<file path="src/design/mpps_pkg.sv">
`default_nettype none
package mpps_pkg;
  // Host register map (register index = byte offset / 2, 16-bit words)
  localparam logic [3:0]  CFG_OFFSET      = 4'h0;
  localparam logic [3:0]  STATUS_OFFSET   = 4'h2;
  localparam int          CORE_PWR_BIT    = 15;
  localparam logic [15:0] CFG_RESET       = 16'h8000;
  localparam int          STAT_LOWPWR_BIT = 0;
  localparam int          STAT_TXACT_BIT  = 1;
  localparam int          STAT_RXACT_BIT  = 2;
  localparam int          STAT_PHYRDY_BIT = 3;
  localparam int          STAT_ISO_BIT    = 4;
  // PHY recovery after isolation is released
  localparam int          CLK_MHZ         = 200;
  localparam int          PHY_SETTLE_MS   = 500;
  localparam int          PHY_SETTLE_CYC  = PHY_SETTLE_MS * CLK_MHZ * 1000;
  localparam int          SETTLE_W        = 27;

  typedef struct packed {
    logic        wr;
    logic        rd;
    logic [3:0]  addr;
    logic [15:0] wdata;
  } mpps_host_req_t;

  typedef struct packed {
    logic transmitEnableBit;
    logic receiveEnableBit;
    logic phyPowerdownBit;
    logic phyIsolateClr;
  } mpps_ctrl_t;

  typedef enum logic [0:0] {TX_IDLE, TX_SEND} mpps_tx_state_t;
  typedef enum logic [0:0] {RX_IDLE, RX_RECV} mpps_rx_state_t;
  typedef enum logic [1:0] {PHY_ON, PHY_DOWN, PHY_ISOLATED, PHY_SETTLE}
    mpps_phy_state_t;
endpackage
`default_nettype wire

</file>
<file path="src/design/mac_phy_power_sequencer.sv">
// Contract
// - Clearing transmit enable finishes current frame, then starts none.
// - Clearing receive enable finishes current frame, then receiver idles.
// - PHY powerdown bit set puts PHY down and line outputs high impedance.
// - Core power enable zero gates PHY-derived clocks and core clock.
// - Host interface and all registers stay accessible in low power.
// - Core power enable one re-enables PHY-derived clocks and core clock.
// - Powerdown off leaves PHY isolated; clearing isolation needs 500 ms.
// - Transmit enable allows sending, receive enable allows receiving.
`timescale 1ns/1ps
`default_nettype none
module mac_phy_power_sequencer #(
  parameter int PHY_SETTLE_CYCLES = mpps_pkg::PHY_SETTLE_CYC
) (
  input  wire logic                     sys_clk,
  input  wire logic                     rst_n,
  input  wire mpps_pkg::mpps_host_req_t hostReq,
  output logic [15:0]                   hostRdata,
  input  wire mpps_pkg::mpps_ctrl_t     ctrl,
  input  wire logic                     txFrameReq,
  input  wire logic                     txFrameDone,
  input  wire logic                     rxFrameStart,
  input  wire logic                     rxFrameEnd,
  output logic                          txActive,
  output logic                          rxActive,
  output logic                          phyClkEn,
  output logic                          coreClkEn,
  output logic                          tpOutEn,
  output logic                          phyIsolated,
  output logic                          phyReady,
  output logic                          lowPower
);

  // ************************************************************
  // Host register port
  // ************************************************************
  logic [15:0] cfg_r, cfg_nxt;
  logic [15:0] rdata_r, rdata_nxt;
  logic [4:0]  statusBits;
  logic        clkEn_r, clkEn_nxt;

  function automatic logic hit(input logic [3:0] a, input logic [3:0] off);
    return a == off;
  endfunction

  // Always clocked by sys_clk, never gated, so low power keeps it alive
  always_comb
  begin
    cfg_nxt   = cfg_r;
    rdata_nxt = rdata_r;
    clkEn_nxt = cfg_r[mpps_pkg::CORE_PWR_BIT];
    if (hostReq.wr && hit(hostReq.addr, mpps_pkg::CFG_OFFSET))
    begin
      cfg_nxt = hostReq.wdata;
    end
    if (hostReq.rd)
    begin
      if (hit(hostReq.addr, mpps_pkg::CFG_OFFSET))
      begin
        rdata_nxt = cfg_r;
      end
      else if (hit(hostReq.addr, mpps_pkg::STATUS_OFFSET))
      begin
        rdata_nxt = {11'h000, statusBits};
      end
      else
      begin
        rdata_nxt = 16'h0000;
      end
    end
  end

  always_ff @(posedge sys_clk or negedge rst_n)
  begin
    if (!rst_n)
    begin
      cfg_r   <= mpps_pkg::CFG_RESET;
      rdata_r <= 16'h0000;
      clkEn_r <= 1'b1;
    end
    else
    begin
      cfg_r   <= cfg_nxt;
      rdata_r <= rdata_nxt;
      clkEn_r <= clkEn_nxt;
    end
  end
  a_host_alive: assert property (@(posedge sys_clk)
    disable iff (!rst_n) hostReq.rd && hit(hostReq.addr, mpps_pkg::CFG_OFFSET)
    |=> hostRdata == $past(cfg_r))
    else $error("config read wrong in low power");
  a_clk_gate: assert property (@(posedge sys_clk)
    disable iff (!rst_n) hostReq.wr && hit(hostReq.addr, mpps_pkg::CFG_OFFSET)
    && !hostReq.wdata[mpps_pkg::CORE_PWR_BIT]
    |=> ##1 !coreClkEn && !phyClkEn && lowPower)
    else $error("clocks not gated");
  a_clk_ungate: assert property (@(posedge sys_clk)
    disable iff (!rst_n) hostReq.wr && hit(hostReq.addr, mpps_pkg::CFG_OFFSET)
    && hostReq.wdata[mpps_pkg::CORE_PWR_BIT]
    |=> ##1 coreClkEn && phyClkEn && !lowPower)
    else $error("clocks not restored");

  // ************************************************************
  // Transmit and receive engines
  // ************************************************************
  mpps_pkg::mpps_tx_state_t txState_r, txState_nxt;
  mpps_pkg::mpps_rx_state_t rxState_r, rxState_nxt;

  // Engines freeze while gated; a frame cut by gating resumes later
  always_comb
  begin
    txState_nxt = txState_r;
    rxState_nxt = rxState_r;
    if (clkEn_r)
    begin
      unique case (txState_r)
        mpps_pkg::TX_IDLE:
        begin
          if (txFrameReq && ctrl.transmitEnableBit)
          begin
            txState_nxt = mpps_pkg::TX_SEND;
          end
        end
        mpps_pkg::TX_SEND:
        begin
          if (txFrameDone)
          begin
            txState_nxt = mpps_pkg::TX_IDLE;
          end
        end
      endcase
      unique case (rxState_r)
        mpps_pkg::RX_IDLE:
        begin
          if (rxFrameStart && ctrl.receiveEnableBit)
          begin
            rxState_nxt = mpps_pkg::RX_RECV;
          end
        end
        mpps_pkg::RX_RECV:
        begin
          if (rxFrameEnd)
          begin
            rxState_nxt = mpps_pkg::RX_IDLE;
          end
        end
      endcase
    end
  end

  always_ff @(posedge sys_clk or negedge rst_n)
  begin
    if (!rst_n)
    begin
      txState_r <= mpps_pkg::TX_IDLE;
      rxState_r <= mpps_pkg::RX_IDLE;
    end
    else
    begin
      txState_r <= txState_nxt;
      rxState_r <= rxState_nxt;
    end
  end
  a_tx_no_start: assert property (@(posedge sys_clk)
    disable iff (!rst_n) !txActive && !ctrl.transmitEnableBit |=> !txActive)
    else $error("transmit started while disabled");
  a_tx_finish: assert property (@(posedge sys_clk)
    disable iff (!rst_n) txActive && coreClkEn && !txFrameDone |=> txActive)
    else $error("transmit frame abandoned early");
  a_rx_no_start: assert property (@(posedge sys_clk)
    disable iff (!rst_n) !rxActive && !ctrl.receiveEnableBit |=> !rxActive)
    else $error("receive started while disabled");
  a_gated_hold: assert property (@(posedge sys_clk)
    disable iff (!rst_n) !clkEn_r |=> $stable(txState_r) && $stable(rxState_r))
    else $error("engine moved while gated");

  // ************************************************************
  // Internal PHY power state
  // ************************************************************
  mpps_pkg::mpps_phy_state_t phyState_r, phyState_nxt;
  logic [mpps_pkg::SETTLE_W-1:0] settleCnt_r, settleCnt_nxt;

  always_comb
  begin
    phyState_nxt  = phyState_r;
    settleCnt_nxt = settleCnt_r;
    if (ctrl.phyPowerdownBit)
    begin
      phyState_nxt = mpps_pkg::PHY_DOWN;
    end
    else
    begin
      unique case (phyState_r)
        mpps_pkg::PHY_ON:
        begin
        end
        mpps_pkg::PHY_DOWN:
        begin
          phyState_nxt = mpps_pkg::PHY_ISOLATED;
        end
        mpps_pkg::PHY_ISOLATED:
        begin
          if (ctrl.phyIsolateClr)
          begin
            phyState_nxt  = mpps_pkg::PHY_SETTLE;
            settleCnt_nxt = PHY_SETTLE_CYCLES[mpps_pkg::SETTLE_W-1:0] - 1'b1;
          end
        end
        mpps_pkg::PHY_SETTLE:
        begin
          if (settleCnt_r == '0)
          begin
            phyState_nxt = mpps_pkg::PHY_ON;
          end
          else
          begin
            settleCnt_nxt = settleCnt_r - 1'b1;
          end
        end
      endcase
    end
  end

  always_ff @(posedge sys_clk or negedge rst_n)
  begin
    if (!rst_n)
    begin
      phyState_r  <= mpps_pkg::PHY_ON;
      settleCnt_r <= '0;
    end
    else
    begin
      phyState_r  <= phyState_nxt;
      settleCnt_r <= settleCnt_nxt;
    end
  end
  a_phy_hiz: assert property (@(posedge sys_clk)
    disable iff (!rst_n) ctrl.phyPowerdownBit |=> !tpOutEn && !phyReady)
    else $error("line outputs driven in powerdown");
  a_phy_settle: assert property (@(posedge sys_clk)
    disable iff (!rst_n)
    phyIsolated && ctrl.phyIsolateClr && !ctrl.phyPowerdownBit |=> !phyReady)
    else $error("PHY ready before settle time");

  // ************************************************************
  // Registered outputs
  // ************************************************************
  logic [7:0] out_r, out_nxt;

  assign statusBits = {phyState_r == mpps_pkg::PHY_ISOLATED,
                       phyState_r == mpps_pkg::PHY_ON,
                       rxState_r == mpps_pkg::RX_RECV,
                       txState_r == mpps_pkg::TX_SEND,
                       !clkEn_r};

  always_comb
  begin
    out_nxt[0] = txState_nxt == mpps_pkg::TX_SEND;
    out_nxt[1] = rxState_nxt == mpps_pkg::RX_RECV;
    out_nxt[2] = clkEn_nxt;
    out_nxt[3] = clkEn_nxt;
    out_nxt[4] = phyState_nxt != mpps_pkg::PHY_DOWN;
    out_nxt[5] = phyState_nxt == mpps_pkg::PHY_ISOLATED;
    out_nxt[6] = phyState_nxt == mpps_pkg::PHY_ON;
    out_nxt[7] = !clkEn_nxt;
  end

  always_ff @(posedge sys_clk or negedge rst_n)
  begin
    if (!rst_n)
    begin
      out_r <= 8'h5c;
    end
    else
    begin
      out_r <= out_nxt;
    end
  end

  assign hostRdata   = rdata_r;
  assign txActive    = out_r[0];
  assign rxActive    = out_r[1];
  assign phyClkEn    = out_r[2];
  assign coreClkEn   = out_r[3];
  assign tpOutEn     = out_r[4];
  assign phyIsolated = out_r[5];
  assign phyReady    = out_r[6];
  assign lowPower    = out_r[7];
endmodule
`default_nettype wire

</file>
<file path="config.mk">
export PLATFORM = sky130hd
export DESIGN_NAME = mac_phy_power_sequencer
export DESIGN_NICKNAME = d
export VERILOG_FILES = /design/src/design/mpps_pkg.sv /design/src/design/mac_phy_power_sequencer.sv
export SDC_FILE = /design/constraint.sdc
export NUM_CORES = 1
export LEC_CHECK = 0
export BUFFER_PORTS_ARGS = -buffer_cell sky130_fd_sc_hd__buf_2
export CORE_ASPECT_RATIO = 2
export CORE_MARGIN = 1.5
export CORE_UTILIZATION = 60
export DETAILED_ROUTE_END_ITERATION = 8
export PLACE_DENSITY_LB_ADDON = 0.15
export RECOVER_POWER = 50
export SLEW_MARGIN = 10
export SYNTH_ARGS = -nofsm -noshare
export SYNTH_HDL_FRONTEND = slang
export SYNTH_SLANG_ARGS = --single-unit
</file>
<file path="constraint.sdc">
create_clock -name sys_clk -period 4.3 [get_ports sys_clk]
set_input_delay 0.43 -clock sys_clk [delete_from_list [all_inputs] [get_ports sys_clk]]
set_output_delay 0.43 -clock sys_clk [all_outputs]
set_load 0.01 [all_outputs]
</file>
# Word level (Yosys, flattened, before mapping)
# Index checks and enable logic that the tools add are counted.
# totals
out_inout_bits,24
ff_bits,72
input_bits,32
word_cells,48
# op_classes
mux,17
n_eq_ne,8
reduce_logical,11
addsub,1
n_bitwise,3
# ops
operator,n
27-bit 2-to-1 mux,2
27-bit case mux with 2 select lines,1
27-bit logical NOT,1
27-bit by 1-bit subtractor with 27-bit output (second input constant),1
16-bit 2-to-1 mux,1
2-bit == test (second input constant),3
1-bit 2-to-1 mux,6
2-bit 2-to-1 mux,3
2-bit case mux with 3 select lines,1
5-bit 2-to-1 mux,1
4-bit by 2-bit == test with 1-bit output (second input constant),1
2-bit logical NOT,2
4-bit logical NOT,1
2-bit != test (second input constant),2
1-bit case mux with 2 select lines,2
4-bit AND reduction,1
1-bit logical AND,3
1-bit inverter,3
2-bit by 1-bit == test with 1-bit output (second input constant),1
1-bit logical NOT,2
2-bit by 1-bit != test with 1-bit output (second input constant),1
2-bit nonzero test,1

# Logic depth before layout (Yosys ltp)
# Gate-level depths: netlist of the first run.
# depth
depth_word,5
ltp_mapped,9
depth_no_buf,7

# Worst setup path before layout of the first run
# No wires, ideal clock.
# synth_path
path_type,reg-to-reg
from,reg settleCnt_r[4] (netlist bit)
to,reg settleCnt_r[11] (netlist bit)
n_path_buf,0
path_stages_with_launch,6
path_slack_ns,2.033
t_arrival_ns,2.189
required_ns,4.222
synth_period_minus_slack_ns,2.267
setup_time_ns,0.078
cell_sequence,dfrtp_1 or4_4 or3_4 or3_1 or4_1 a21oi_1
# synth_via
elab_chain_cells,3
word_cells_on_any_way,6
cone_classes,add/sub: 1; eq/ne: 1; mux: 2; reduce/logical: 2
# synth_rtl
item,line_no,source
from (decl),mac_phy_power_sequencer.sv:181,"logic [mpps_pkg::SETTLE_W-1:0] settleCnt_r, settleCnt_nxt;"
from (signal assigned),mac_phy_power_sequencer.sv:234,settleCnt_r <= settleCnt_nxt;
27-bit by 1-bit subtractor with 27-bit output / 27-bit logical NOT (equally long branches),"mac_phy_power_sequencer.sv:217, mac_phy_power_sequencer.sv:211",
27-bit 2-to-1 mux / 2-bit != test (equally long branches),n/a,
27-bit case mux with 2 select lines / 4-bit AND reduction (equally long branches),n/a,
# Parallel ways exist; a longest one is shown, timed or not. The select of a mux whose other input is x is not followed.
# A chain may end at the register's enable or synchronous reset.

==> results.py, run 1 <==
metrics = {
    "outcome": {
        "status": "complete, but fails checks",
        "violations": "capacitance limit, slew limit",
    },
    "logic_synthesis": {
        "synth_enable_flop_cells": 0,
        "synth_nets": 336,
        "ys_ff_latch": 68,
        "ys_async_sr_fraction_pct": 100,
        "synth.avg_cell_area_um2": 10.5,
        "yosys.cell_types.count": 50,
        "synth-main-ff-cell": "dfrtp_1",
        "netlist_area_mm2": 0.00318,
        "ys_warn_count": 0,
        "synth-seq-area-share_pct": 53.6,
        "synthCells": 302,
    },
    "detailed_routing": {
        "postRouteWirelength_mm": 7.17,
        "first_iter_violations": 71,
        "vias": 2604,
        "drc": 0,
        "wl_per_cell_um": 17.1,
        "vias_per_cell": 6.20,
        "ant_nets": 0,
        "firstDrtPassIters": 4,
    },
    "floorplan": {
        "core-area_mm2": 0.00514,
        "boundaryPins": 56,
        "num_rows": 37,
        "die_h_um": 106,
        "dieArea_mm2": 0.00578,
        "initial_utilization_pct": 61.9,
        "fp.dieW_um": 54.5,
    },
    "clocking": {
        "cts_buffer_depth": 2,
        "cts.sinks": 68,
        "cts_buffers": 9,
        "cts_setup_buffers": 0,
        "cts_root_buf": "clkbuf_8",
        "ctsResizeCount": 0,
        "cts-htree-levels": 3,
        "clock_latency_ps": 350,
        "cts_hold_buf": 0,
        "cts_tree": "yes",
        "clk_pin_slew_ps": 70,
    },
    "power_and_ir_drop": {
        "power_density_mw_per_mm2": 465,
        "p_leak_nw": 1.60,
        "fin_total_pwr_mw": 1.73,
        "p_int_mw": 1.27,
        "irDropWorstVdd_uv": 428,
        "power.switching_uw": 463,
        "switching_share_pct": 26.8,
        "combPwrFrac_pct": 13.2,
        "clockPowerShare_pct": 37.2,
        "power_frac_seq_pct": 49.7,
    },
    "finish": {
        "layout.nets": 391,
        "fillers": 389,
        "final_cell_mix": "dfrtp_1, buf_2, o21ai_0",
        "final_common_cell": "dfrtp_1",
        "syn_to_final_growth_pct": 16.9,
        "drive_above_1_share_pct": 27.1,
        "antenna_cells": 0,
    },
    "sta": {
        "fin_skew_ps": 5.58,
        "setup_violations": 0,
        "period_minus_slack_ps": 2980,
        "hold-worst-slack_ps": 259,
        "rsz0062_at_grt": "false",
        "min_period_over_period_pct": 69.4,
        "slew_headroom_pct": -22.4,
        "final_max_slew_viol_count": 71,
        "worst_pin_slew_ps": 1840,
        "finalSetupTns_ps": 0,
        "clock.fmax_mhz": 335,
        "hold_violations": 0,
    },
    "placed_design": {
        "port_buffers": 55,
        "place_congestion": 0.880,
        "dpl.hpwl_mm": 5.11,
    },
    "global_routing": {
        "grt_max_degree": 37,
        "grt_pass1_wl_mm": 11.5,
        "grt_usage_pct": 27.8,
        "antenna_found_initial": 0,
        "grt-busiest-layer": "met2",
        "grt_overflow": 0,
        "met2_usage_pct": 48.2,
        "use_met3_pct": 7.72,
        "grt_pass1_vias": 2616,
        "met1_usage_pct": 27.2,
    },
    "worst_setup_path": {
        "cp.arrival_ps": 3100,
        "path_buf_inv": 2,
        "critPathMaxStageDelay_ps": 1410,
        "path_common_cell": "clkbuf_1",
        "crit_path_end_kind": "asynchronous set/reset pin",
        "worstSetupStartpointType": "input port",
        "cp_slowest_cell": "clkbuf_1",
        "crit_family": "buffers and inverters",
        "crit_chain": "clkbuf_1 -> clkbuf_1",
        "cp.required_ps": 4410,
        "path_class": "in2async",
        "critPathMaxFanout": 36,
    },
    "run": {
        "max_cap_violations": 2,
    },
    "min_path": {
        "hp-class": "in2reg",
    },
}
final cells by class:
type	count	area (um^2)	share of cell area, %
clock buffers	12	145	3.90
clock inverters	4	97.6	2.62
inverters	17	63.8	1.72
multi-input cells	203	1350	36.2
flip-flops and latches	68	1710	45.9
well taps	58	72.6	1.95
repair buffers	58	288	7.74
power by group through the flow:
stage	combinational (mW)	sequential (mW)	clock (mW)
floorplan	0.143	0.850	0
global placement	0.219	0.862	0
detailed placement	0.231	0.870	0
CTS	0.232	0.859	0.653
global route	0.255	0.877	0.674
finish	0.228	0.859	0.643
synth_stat cells (2+ instances only):
cell	n	share of area, %
inv_1	17	2.0
o21ai_0	25	3.9
nand3b_1	2	0.47
nor4_2	2	0.79
dfrtp_1	64	50
nand2_1	12	1.4
a31oi_1	9	1.8
mux2i_1	2	0.63
clkbuf_1	10	1.2
nor4_1	6	1.2
a22oi_1	5	1.2
mux2_2	16	5.7
nor2_1	18	2.1
nand2b_1	2	0.39
a2111oi_0	2	0.55
or3_1	4	0.79
ha_1	2	0.79
or4b_2	2	0.63
buf_2	3	0.47
dfstp_2	4	3.3
xnor2_1	3	0.83
nand3_1	17	2.7
or4_4	3	1.1
o41ai_1	2	0.55
o31ai_1	6	1.4
a21oi_1	19	3.0
and4_1	6	1.7
and3_1	6	1.2
or4_1	10	2.4
nor3_1	3	0.47
final timing paths:
kind | start | cells after the start | to | slack [ps]
min reg2reg | cfg_r[15]$_DFFE_PN1P_ | 0 | out_r[3]$_DFF_PN1_ | 410
min | txFrameDone | 2 | out_r[0]$_DFFE_PN0P_ | 260
max | rst_n | 2 | out_r[5]$_DFF_PN0_ | 1320
max reg2reg | settleCnt_r[1]$_DFFE_PN0P_ | 7 | settleCnt_r[20]$_DFFE_PN0P_ | 1430
max in group sys_clk | settleCnt_r[1]$_DFFE_PN0P_ | 7 | settleCnt_r[20]$_DFFE_PN0P_ | 1430
min in group asynchronous | rst_n | 1 | settleCnt_r[13]$_DFFE_PN0P_ | 540
logic make-up (layout without fill, tap and decap cells):
kind of cell | after synthesis | in the layout | share of synthesized area, %
xor gates and xnor gates | 3 | 3 | 0.826
adders and majority gates | 2 | 2 | 0.786
DFF | 68 | 68 | 53.6
muxes | 18 | 18 | 6.29
and+or+nand+nor | 104 | 104 | 19.9
buffers and inverters | 31 | 91 | 3.89
AOI/OAI and AO/OA | 76 | 76 | 14.7
state kept, by name, summed over array words and instances (netlist names):
name	cells
cfg_r	16
settleCnt_r	27
out_r	7
phyState_r	2
hostRdata	16
layer usage:
layer | up-vias | part of all wire (%)
li1 | 1239 | -
met1 | 1288 | 37
met2 | 61 | 56
met3 | 16 | 4.2
met4 | 0 | 2.5
met5 | - | 0
through the flow:
step	instance area [um^2]	std cells	setup slack, ps	util [%]
2_1_floorplan	3180	302	2030	-
3_3_place_gp	3490	404	1550	68.0
3_5_place_dp	3490	404	1470	68.0
4_1_cts	3740	420	1450	72.7
5_1_grt	3720	420	614	72.4
6_report	3720	420	1320	72.4
(Power assumes the default switching activity.)
==> run 2: changes to the inputs <==
- ABC_AREA: unset -> 1
- CORE_UTILIZATION: 60 -> 51
- clock period: 4.3 -> 2.6 ns (I/O delays scaled with it)
==> run 2 against run 1 <==
Effect of this change:
- the run still ends with capacitance limit, slew limit left
- clock power grew 76%
- core utilization shrank 11 points
- register-to-register slack lost 820 ps
- hold slack lost 130 ps
- count of clock-buffer cells in the layout grew 1
- sequential share of layout area shrank 4.5 points
- via count grew 17%
- critical path type is now reg2reg
- highest routed layer unchanged
==> results.py, run 2 <==
metrics = {
    "sta": {
        "final_max_slew_viol_count": 29,
        "min_period_over_period_pct": 76.7,
        "period_minus_slack_ps": 1990,
        "worst_pin_slew_ps": 1630,
        "slew_headroom_pct": -8.54,
        "fin_skew_ps": 4.48,
        "finalSetupTns_ps": 0,
        "setup_violations": 0,
        "clock.fmax_mhz": 502,
        "hold_violations": 0,
        "rsz0062_at_grt": "false",
    },
    "finish": {
        "final_area_mm2": 0.00413,
        "largest_register": "settleCnt_r",
        "antenna_cells": 0,
        "syn_to_final_growth_pct": 16.1,
        "largest_register_ffs": 27,
        "final_cell_mix": "nand2_1, dfrtp_1, inv_1",
        "final_common_cell": "nand2_1",
        "drive_above_1_share_pct": 17.6,
        "fin_util_pct": 61.8,
        "layout.nets": 523,
    },
    "detailed_routing": {
        "drc": 0,
        "wl_per_cell_um": 13.6,
        "first_iter_violations": 162,
        "vias_per_cell": 5.22,
        "ant_nets": 0,
        "firstDrtPassIters": 4,
        "postRouteWirelength_mm": 7.90,
        "vias": 3040,
    },
    "worst_setup_path": {
        "path_class": "reg2reg",
        "worstSetupStartpointType": "register",
        "cp.required_ps": 2860,
        "crit_path_end_kind": "register",
        "cp.arrival_ps": 2260,
        "critPathMaxFanout": 42,
    },
    "power_and_ir_drop": {
        "irDropWorstVdd_uv": 538,
        "p_leak_nw": 2.01,
        "fin_total_pwr_mw": 3.23,
        "power_density_mw_per_mm2": 784,
    },
    "min_path": {
        "hp-class": "in2reg",
    },
    "logic_synthesis": {
        "synth_fa_ha_area_share_pct": 0.704,
        "yosys.cell_count.top_type": "nand2_1",
        "synth-seq-area-share_pct": 48.0,
        "synth.avg_cell_area_um2": 8.19,
        "ys_top_cells_by_area": "dfrtp_1, nand2_1, nand3_1",
        "ys_ff_latch": 68,
        "ys_async_sr_fraction_pct": 100,
        "netlist.area_leader.share_pct": 45.0,
        "yosys.cell_types.count": 33,
        "synth-main-ff-cell": "dfrtp_1",
        "synthCells": 434,
        "ys_warn_count": 0,
        "synthTopCellsByCount": "nand2_1, dfrtp_1, inv_1",
        "synthSimpleGateAreaFrac_pct": 28.4,
        "netlist_area_mm2": 0.00356,
        "synth_top_family_by_area": "simple AND/OR/NAND/NOR gates",
        "synth_enable_flop_cells": 0,
        "synth_top_area_cell": "dfrtp_1",
        "synth_compound_area_share_pct": 9.08,
        "synth_nets": 468,
        "synth_xor_area_share_pct": 1.23,
        "synth_mux_area_share_pct": 4.12,
    },
    "run": {
        "max_cap_violations": 1,
    },
    "outcome": {
        "status": "complete, but fails checks",
        "violations": "capacitance limit, slew limit",
    },
    "global_routing": {
        "antenna_found_initial": 0,
        "grt_overflow": 0,
        "grt_max_degree": 43,
        "grt_pass1_wl_mm": 12.8,
        "grt_usage_pct": 23.2,
        "grt_pass1_vias": 2896,
    },
    "clocking": {
        "cts_buffers": 9,
        "cts-htree-levels": 3,
        "cts_setup_buffers": 0,
        "cts_tree": "yes",
        "clock_latency_ps": 330,
        "cts_root_buf": "clkbuf_16",
        "clk_pin_slew_ps": 50,
        "cts.sinks": 68,
        "cts_buffer_depth": 2,
    },
    "placed_design": {
        "port_buffers": 55,
        "dpl_cell_area_mm2": 0.00386,
        "place_congestion": 0.868,
        "dpl.hpwl_mm": 5.81,
    },
    "floorplan": {
        "die_h_um": 121,
        "dieArea_mm2": 0.00751,
        "boundaryPins": 56,
        "num_rows": 42,
        "initial_utilization_pct": 53.3,
        "core-area_mm2": 0.00667,
        "fp.dieW_um": 62.0,
    },
}
## run 2: cell count changes after synthesis, sizes merged, moves of 13 or more
| cell | change |
|---|---|
| inv | +35 |
| nand2 | +101 |
| nand3 | +24 |
| nor2 | +39 |
| o22ai | +14 |
| or4 | -13 |
## run 2: critical path: stages, from the launching register on
cell and delay [ps]:
dfrtp_1 420, nand2_1 240, inv_2 240, nand4_2 190, nand3_4 400, inv_4 290
nand2_1 80, nand2_1 70
## run 2: metrics by stage
step / worst slack (ps) / instances / hold slack [ps]
floorplan: 1110 / 434 / -35.6
global placement: 686 / 565 / 329
detailed placement: 623 / 565 / 332
CTS: 596 / 582 / 125
global route: 375 / 582 / 128
finish: 606 / 582 / 133
## run 2: power by group
group          switching, mW  internal, mW  total [mW]
Combinational          0.434         0.261       0.695
Clock                  0.433         0.697        1.13
Sequential             0.171          1.24        1.41
Total                   1.04          2.20        3.23
## run 2: layer usage
layer	global-route usage (%)	wire length [um]	vias up
li1	-	-	1517
met5	0	0	-
met1	24.9	3060	1448
met3	4.80	241	10
met4	10.5	174	0
met2	40.7	4420	65
## run 2: path summary, 6_finish.rpt
kind	start	to	slack (ps)	cells after the start
setup / recovery	phyState_r[0]$_DFF_PN0_	settleCnt_r[21]$_DFFE_PN0P_	610	7
max in group asynchronous	rst_n	cfg_r[15]$_DFFE_PN1P_	740	3
hold / removal	ctrl[1]	out_r[4]$_DFF_PN1_	130	2
min in group asynchronous	rst_n	settleCnt_r[25]$_DFFE_PN0P_	890	2
setup reg to reg	phyState_r[0]$_DFF_PN0_	settleCnt_r[21]$_DFFE_PN0P_	610	7
hold reg to reg	cfg_r[15]$_DFFE_PN1P_	out_r[3]$_DFF_PN1_	390	0
## run 2: kinds of logic (layout without fill, tap and decap cells)
family / Yosys count / in the layout
flops: 68 / 68
compound gates: 50 / 50
fa+ha+maj: 2 / 2
xor+xnor: 5 / 5
buf+inv: 66 / 126
simple gates: 230 / 230
mux: 13 / 13
## run 2: layout make-up
type,count,area (um^2)
clock buffers,13,260
clock inverters,3,21.3
fillers,652,2550
inverters,52,198
multi-input cells,300,1550
flip-flops and latches,68,1710
well taps,88,110
repair buffers,58,284
## run 2: repair_timing
action                                 4_1_cts  5_1_grt
resized for setup                            0        0
hold buffers                                 1        0
endpoints found under the hold margin       26        0
==> run 3: changes to the inputs <==
- clock period: 2.6 -> 1.7 ns (I/O delays scaled with it)
==> run 3 against run 2 <==
Effect of this change:
- the flow now finishes without violations
- routed wire length up 10%
- worst setup slack worse by 520 ps
- sequential power up 52%
- final area up 7.4%
- fmax up 24%
- critical path depth up 2
- count of clock-buffer cells in the layout down 2
- clock power up 86%
- highest routed layer unchanged
==> results.py, run 3 (synthesis results as in run 2) <==
metrics = {
    "detailed_routing": {
        "drc": 0,
        "firstDrtPassIters": 4,
        "vias_per_cell": 5.18,
        "wl_per_cell_um": 14.4,
        "first_iter_violations": 179,
        "vias": 3129,
        "postRouteWirelength_mm": 8.71,
        "ant_nets": 0,
    },
    "clocking": {
        "cts_buffer_depth": 2,
        "cts_buffers": 9,
        "cts_root_buf": "clkbuf_16",
        "cts_tree": "yes",
        "cts.sinks": 68,
        "clock_latency_ps": 340,
        "clk_pin_slew_ps": 60,
        "cts-htree-levels": 3,
    },
    "worst_setup_path": {
        "r2r_cells": 9,
        "cp.required_ps": 1930,
        "r2r_end": "settleCnt_r[20]$_DFFE_PN0P_",
        "critPathMaxFanout": 12,
        "path_class": "reg2reg",
        "r2r_start": "settleCnt_r[9]$_DFFE_PN0P_",
        "cp.arrival_ps": 1840,
        "rrSetupSlack_ps": 90,
        "crit_path_end_kind": "register",
        "worstSetupStartpointType": "register",
    },
    "sta": {
        "hold_violations": 0,
        "worst_pin_slew_ps": 589,
        "rsz0062_at_grt": "false",
        "setup_violations": 0,
        "finalSetupTns_ps": 0,
        "period_minus_slack_ps": 1610,
        "final_max_slew_viol_count": 0,
        "fin_skew_ps": 4.46,
        "clock.fmax_mhz": 620,
        "slew_headroom_pct": 60.8,
        "min_period_over_period_pct": 94.9,
    },
    "power_and_ir_drop": {
        "p_int_mw": 3.87,
        "switching_share_pct": 30.4,
        "irDropWorstVdd_uv": 971,
        "clockPowerShare_pct": 37.8,
        "p_leak_nw": 2.16,
        "power_density_mw_per_mm2": 1250,
        "combPwrFrac_pct": 23.5,
        "power.switching_mw": 1.69,
        "power_frac_seq_pct": 38.7,
        "fin_total_pwr_mw": 5.56,
    },
    "placed_design": {
        "dpl.hpwl_mm": 6.18,
        "dp_cells": 583,
        "dpl_cell_area_mm2": 0.00403,
        "place_congestion": 0.871,
        "port_buffers": 55,
    },
    "finish": {
        "final_area_mm2": 0.00443,
        "antenna_cells": 0,
        "register_area_mm2": 0.00171,
        "finalNonFillerCells": 604,
        "fillers": 604,
        "syn_to_final_growth_pct": 24.7,
        "final_common_cell": "nand2_1",
        "largest_register": "settleCnt_r",
        "multi_input_comb_area_mm2": 0.00159,
        "layout.nets": 545,
        "final_cell_mix": "nand2_1, dfrtp_1, inv_1",
        "largest_register_ffs": 27,
        "drive_above_1_share_pct": 23.1,
    },
    "min_path": {
        "worstHoldStart": "hostReq[12]",
        "hp-class": "in2reg",
        "worstHoldPathCells": 2,
        "hold_path_end": "cfg_r[12]$_DFFE_PN0P_",
    },
    "global_routing": {
        "grt_usage_pct": 24.8,
        "grt_max_degree": 52,
        "grt_overflow": 0,
        "antenna_found_initial": 0,
        "grt_pass1_vias": 3179,
        "grt_pass1_wl_mm": 13.6,
    },
    "floorplan": {
        "num_rows": 42,
        "boundaryPins": 56,
        "dieArea_mm2": 0.00751,
        "core-area_mm2": 0.00667,
        "fp.dieW_um": 62.0,
        "die_h_um": 121,
        "initial_utilization_pct": 53.3,
    },
    "run": {
        "max_cap_violations": 0,
    },
    "outcome": {
        "status": "finished, final reports clean",
    },
}
-- run 3: cell count changes in the layout (fill, tap and decap cells not counted), moves of 2 or more --
cell       previous run  this run
dfrtp_1              64        59
nor2_1               48        43
buf_4                 1        16
bufinv_16             0         3
nor2_4                2         6
clkbuf_8              2         0
dfrtp_2               0         5
clkbuf_1             25        27
buf_12                1         4
-- run 3: layout make-up --
class                           count  share of cell area, %
Multi-Input combinational cell    300                   35.8
Timing Repair Buffer               80                   11.1
Inverter                           52                   4.46
Clock inverter                      5                   2.26
Sequential cell                    68                   38.6
Clock buffer                       11                   5.25
Tap cell                           88                   2.48
-- run 3: worst max path at each step --
| stage | startpoint | depth (start not counted) | to |
|---|---|---|---|
| finish | settleCnt_r[9]$_DFFE_PN0P_ | 9 | settleCnt_r[20]$_DFFE_PN0P_ |
| detailed placement | settleCnt_r[0]$_DFFE_PN0P_ | 8 | settleCnt_r[19]$_DFFE_PN0P_ |
| global placement | settleCnt_r[0]$_DFFE_PN0P_ | 8 | settleCnt_r[19]$_DFFE_PN0P_ |
| floorplan | settleCnt_r[0]$_DFFE_PN0P_ | 9 | settleCnt_r[16]$_DFFE_PN0P_ |
| global route | settleCnt_r[9]$_DFFE_PN0P_ | 8 | settleCnt_r[15]$_DFFE_PN0P_ |
| CTS | settleCnt_r[0]$_DFFE_PN0P_ | 8 | settleCnt_r[19]$_DFFE_PN0P_ |
-- run 3: repair_timing --
action | 4_1_cts | 5_1_grt
endpoints found under the hold margin | 17 | 0
hold buffers | 1 | 0
endpoints found under the setup margin | 0 | 28
gates resized for setup | 0 | 16
setup buffers | 0 | 3
-- run 3: critical path, cell delays in order, from the launching register on --
cell and delay (ps):
dfrtp_1 430, nor2_1 180, nand2_1 120, nor2_4 130
nand4_2 150, nand3_4 170, buf_12 130, inv_4 70
nand2_1 70, nand2_1 50
-- run 3: metrics by stage --
stage / setup slack [ps] / hold slack, ps / util, %
after floorplan: 215 / -126 / -
after global placement: 91.5 / 149 / 60.3
after detailed placement: 32.0 / 148 / 60.3
after CTS: 28.6 / 52.6 / 65.4
after global routing: 3.89 / 63.1 / 66.4
final: 86.8 / 66.0 / 66.4
-- run 3: power groups by stage --
stage	clock network (mW)	registers (mW)	logic (mW)
after floorplan	0	2.13	0.808
after global placement	0	2.13	1.22
after detailed placement	0	2.14	1.25
after CTS	2.14	2.12	1.27
after global routing	2.20	2.18	1.48
final	2.10	2.15	1.31
-- run 3: metal layers --
layer	wire length [um]	part of all wire, %	global-route usage (%)	up-vias
met1	3130	36	23.5	1490
met3	303	3.5	5.76	23
met5	0	0	0	-
met4	256	2.9	12.0	0
li1	-	-	-	1558
met2	5030	58	45.9	58
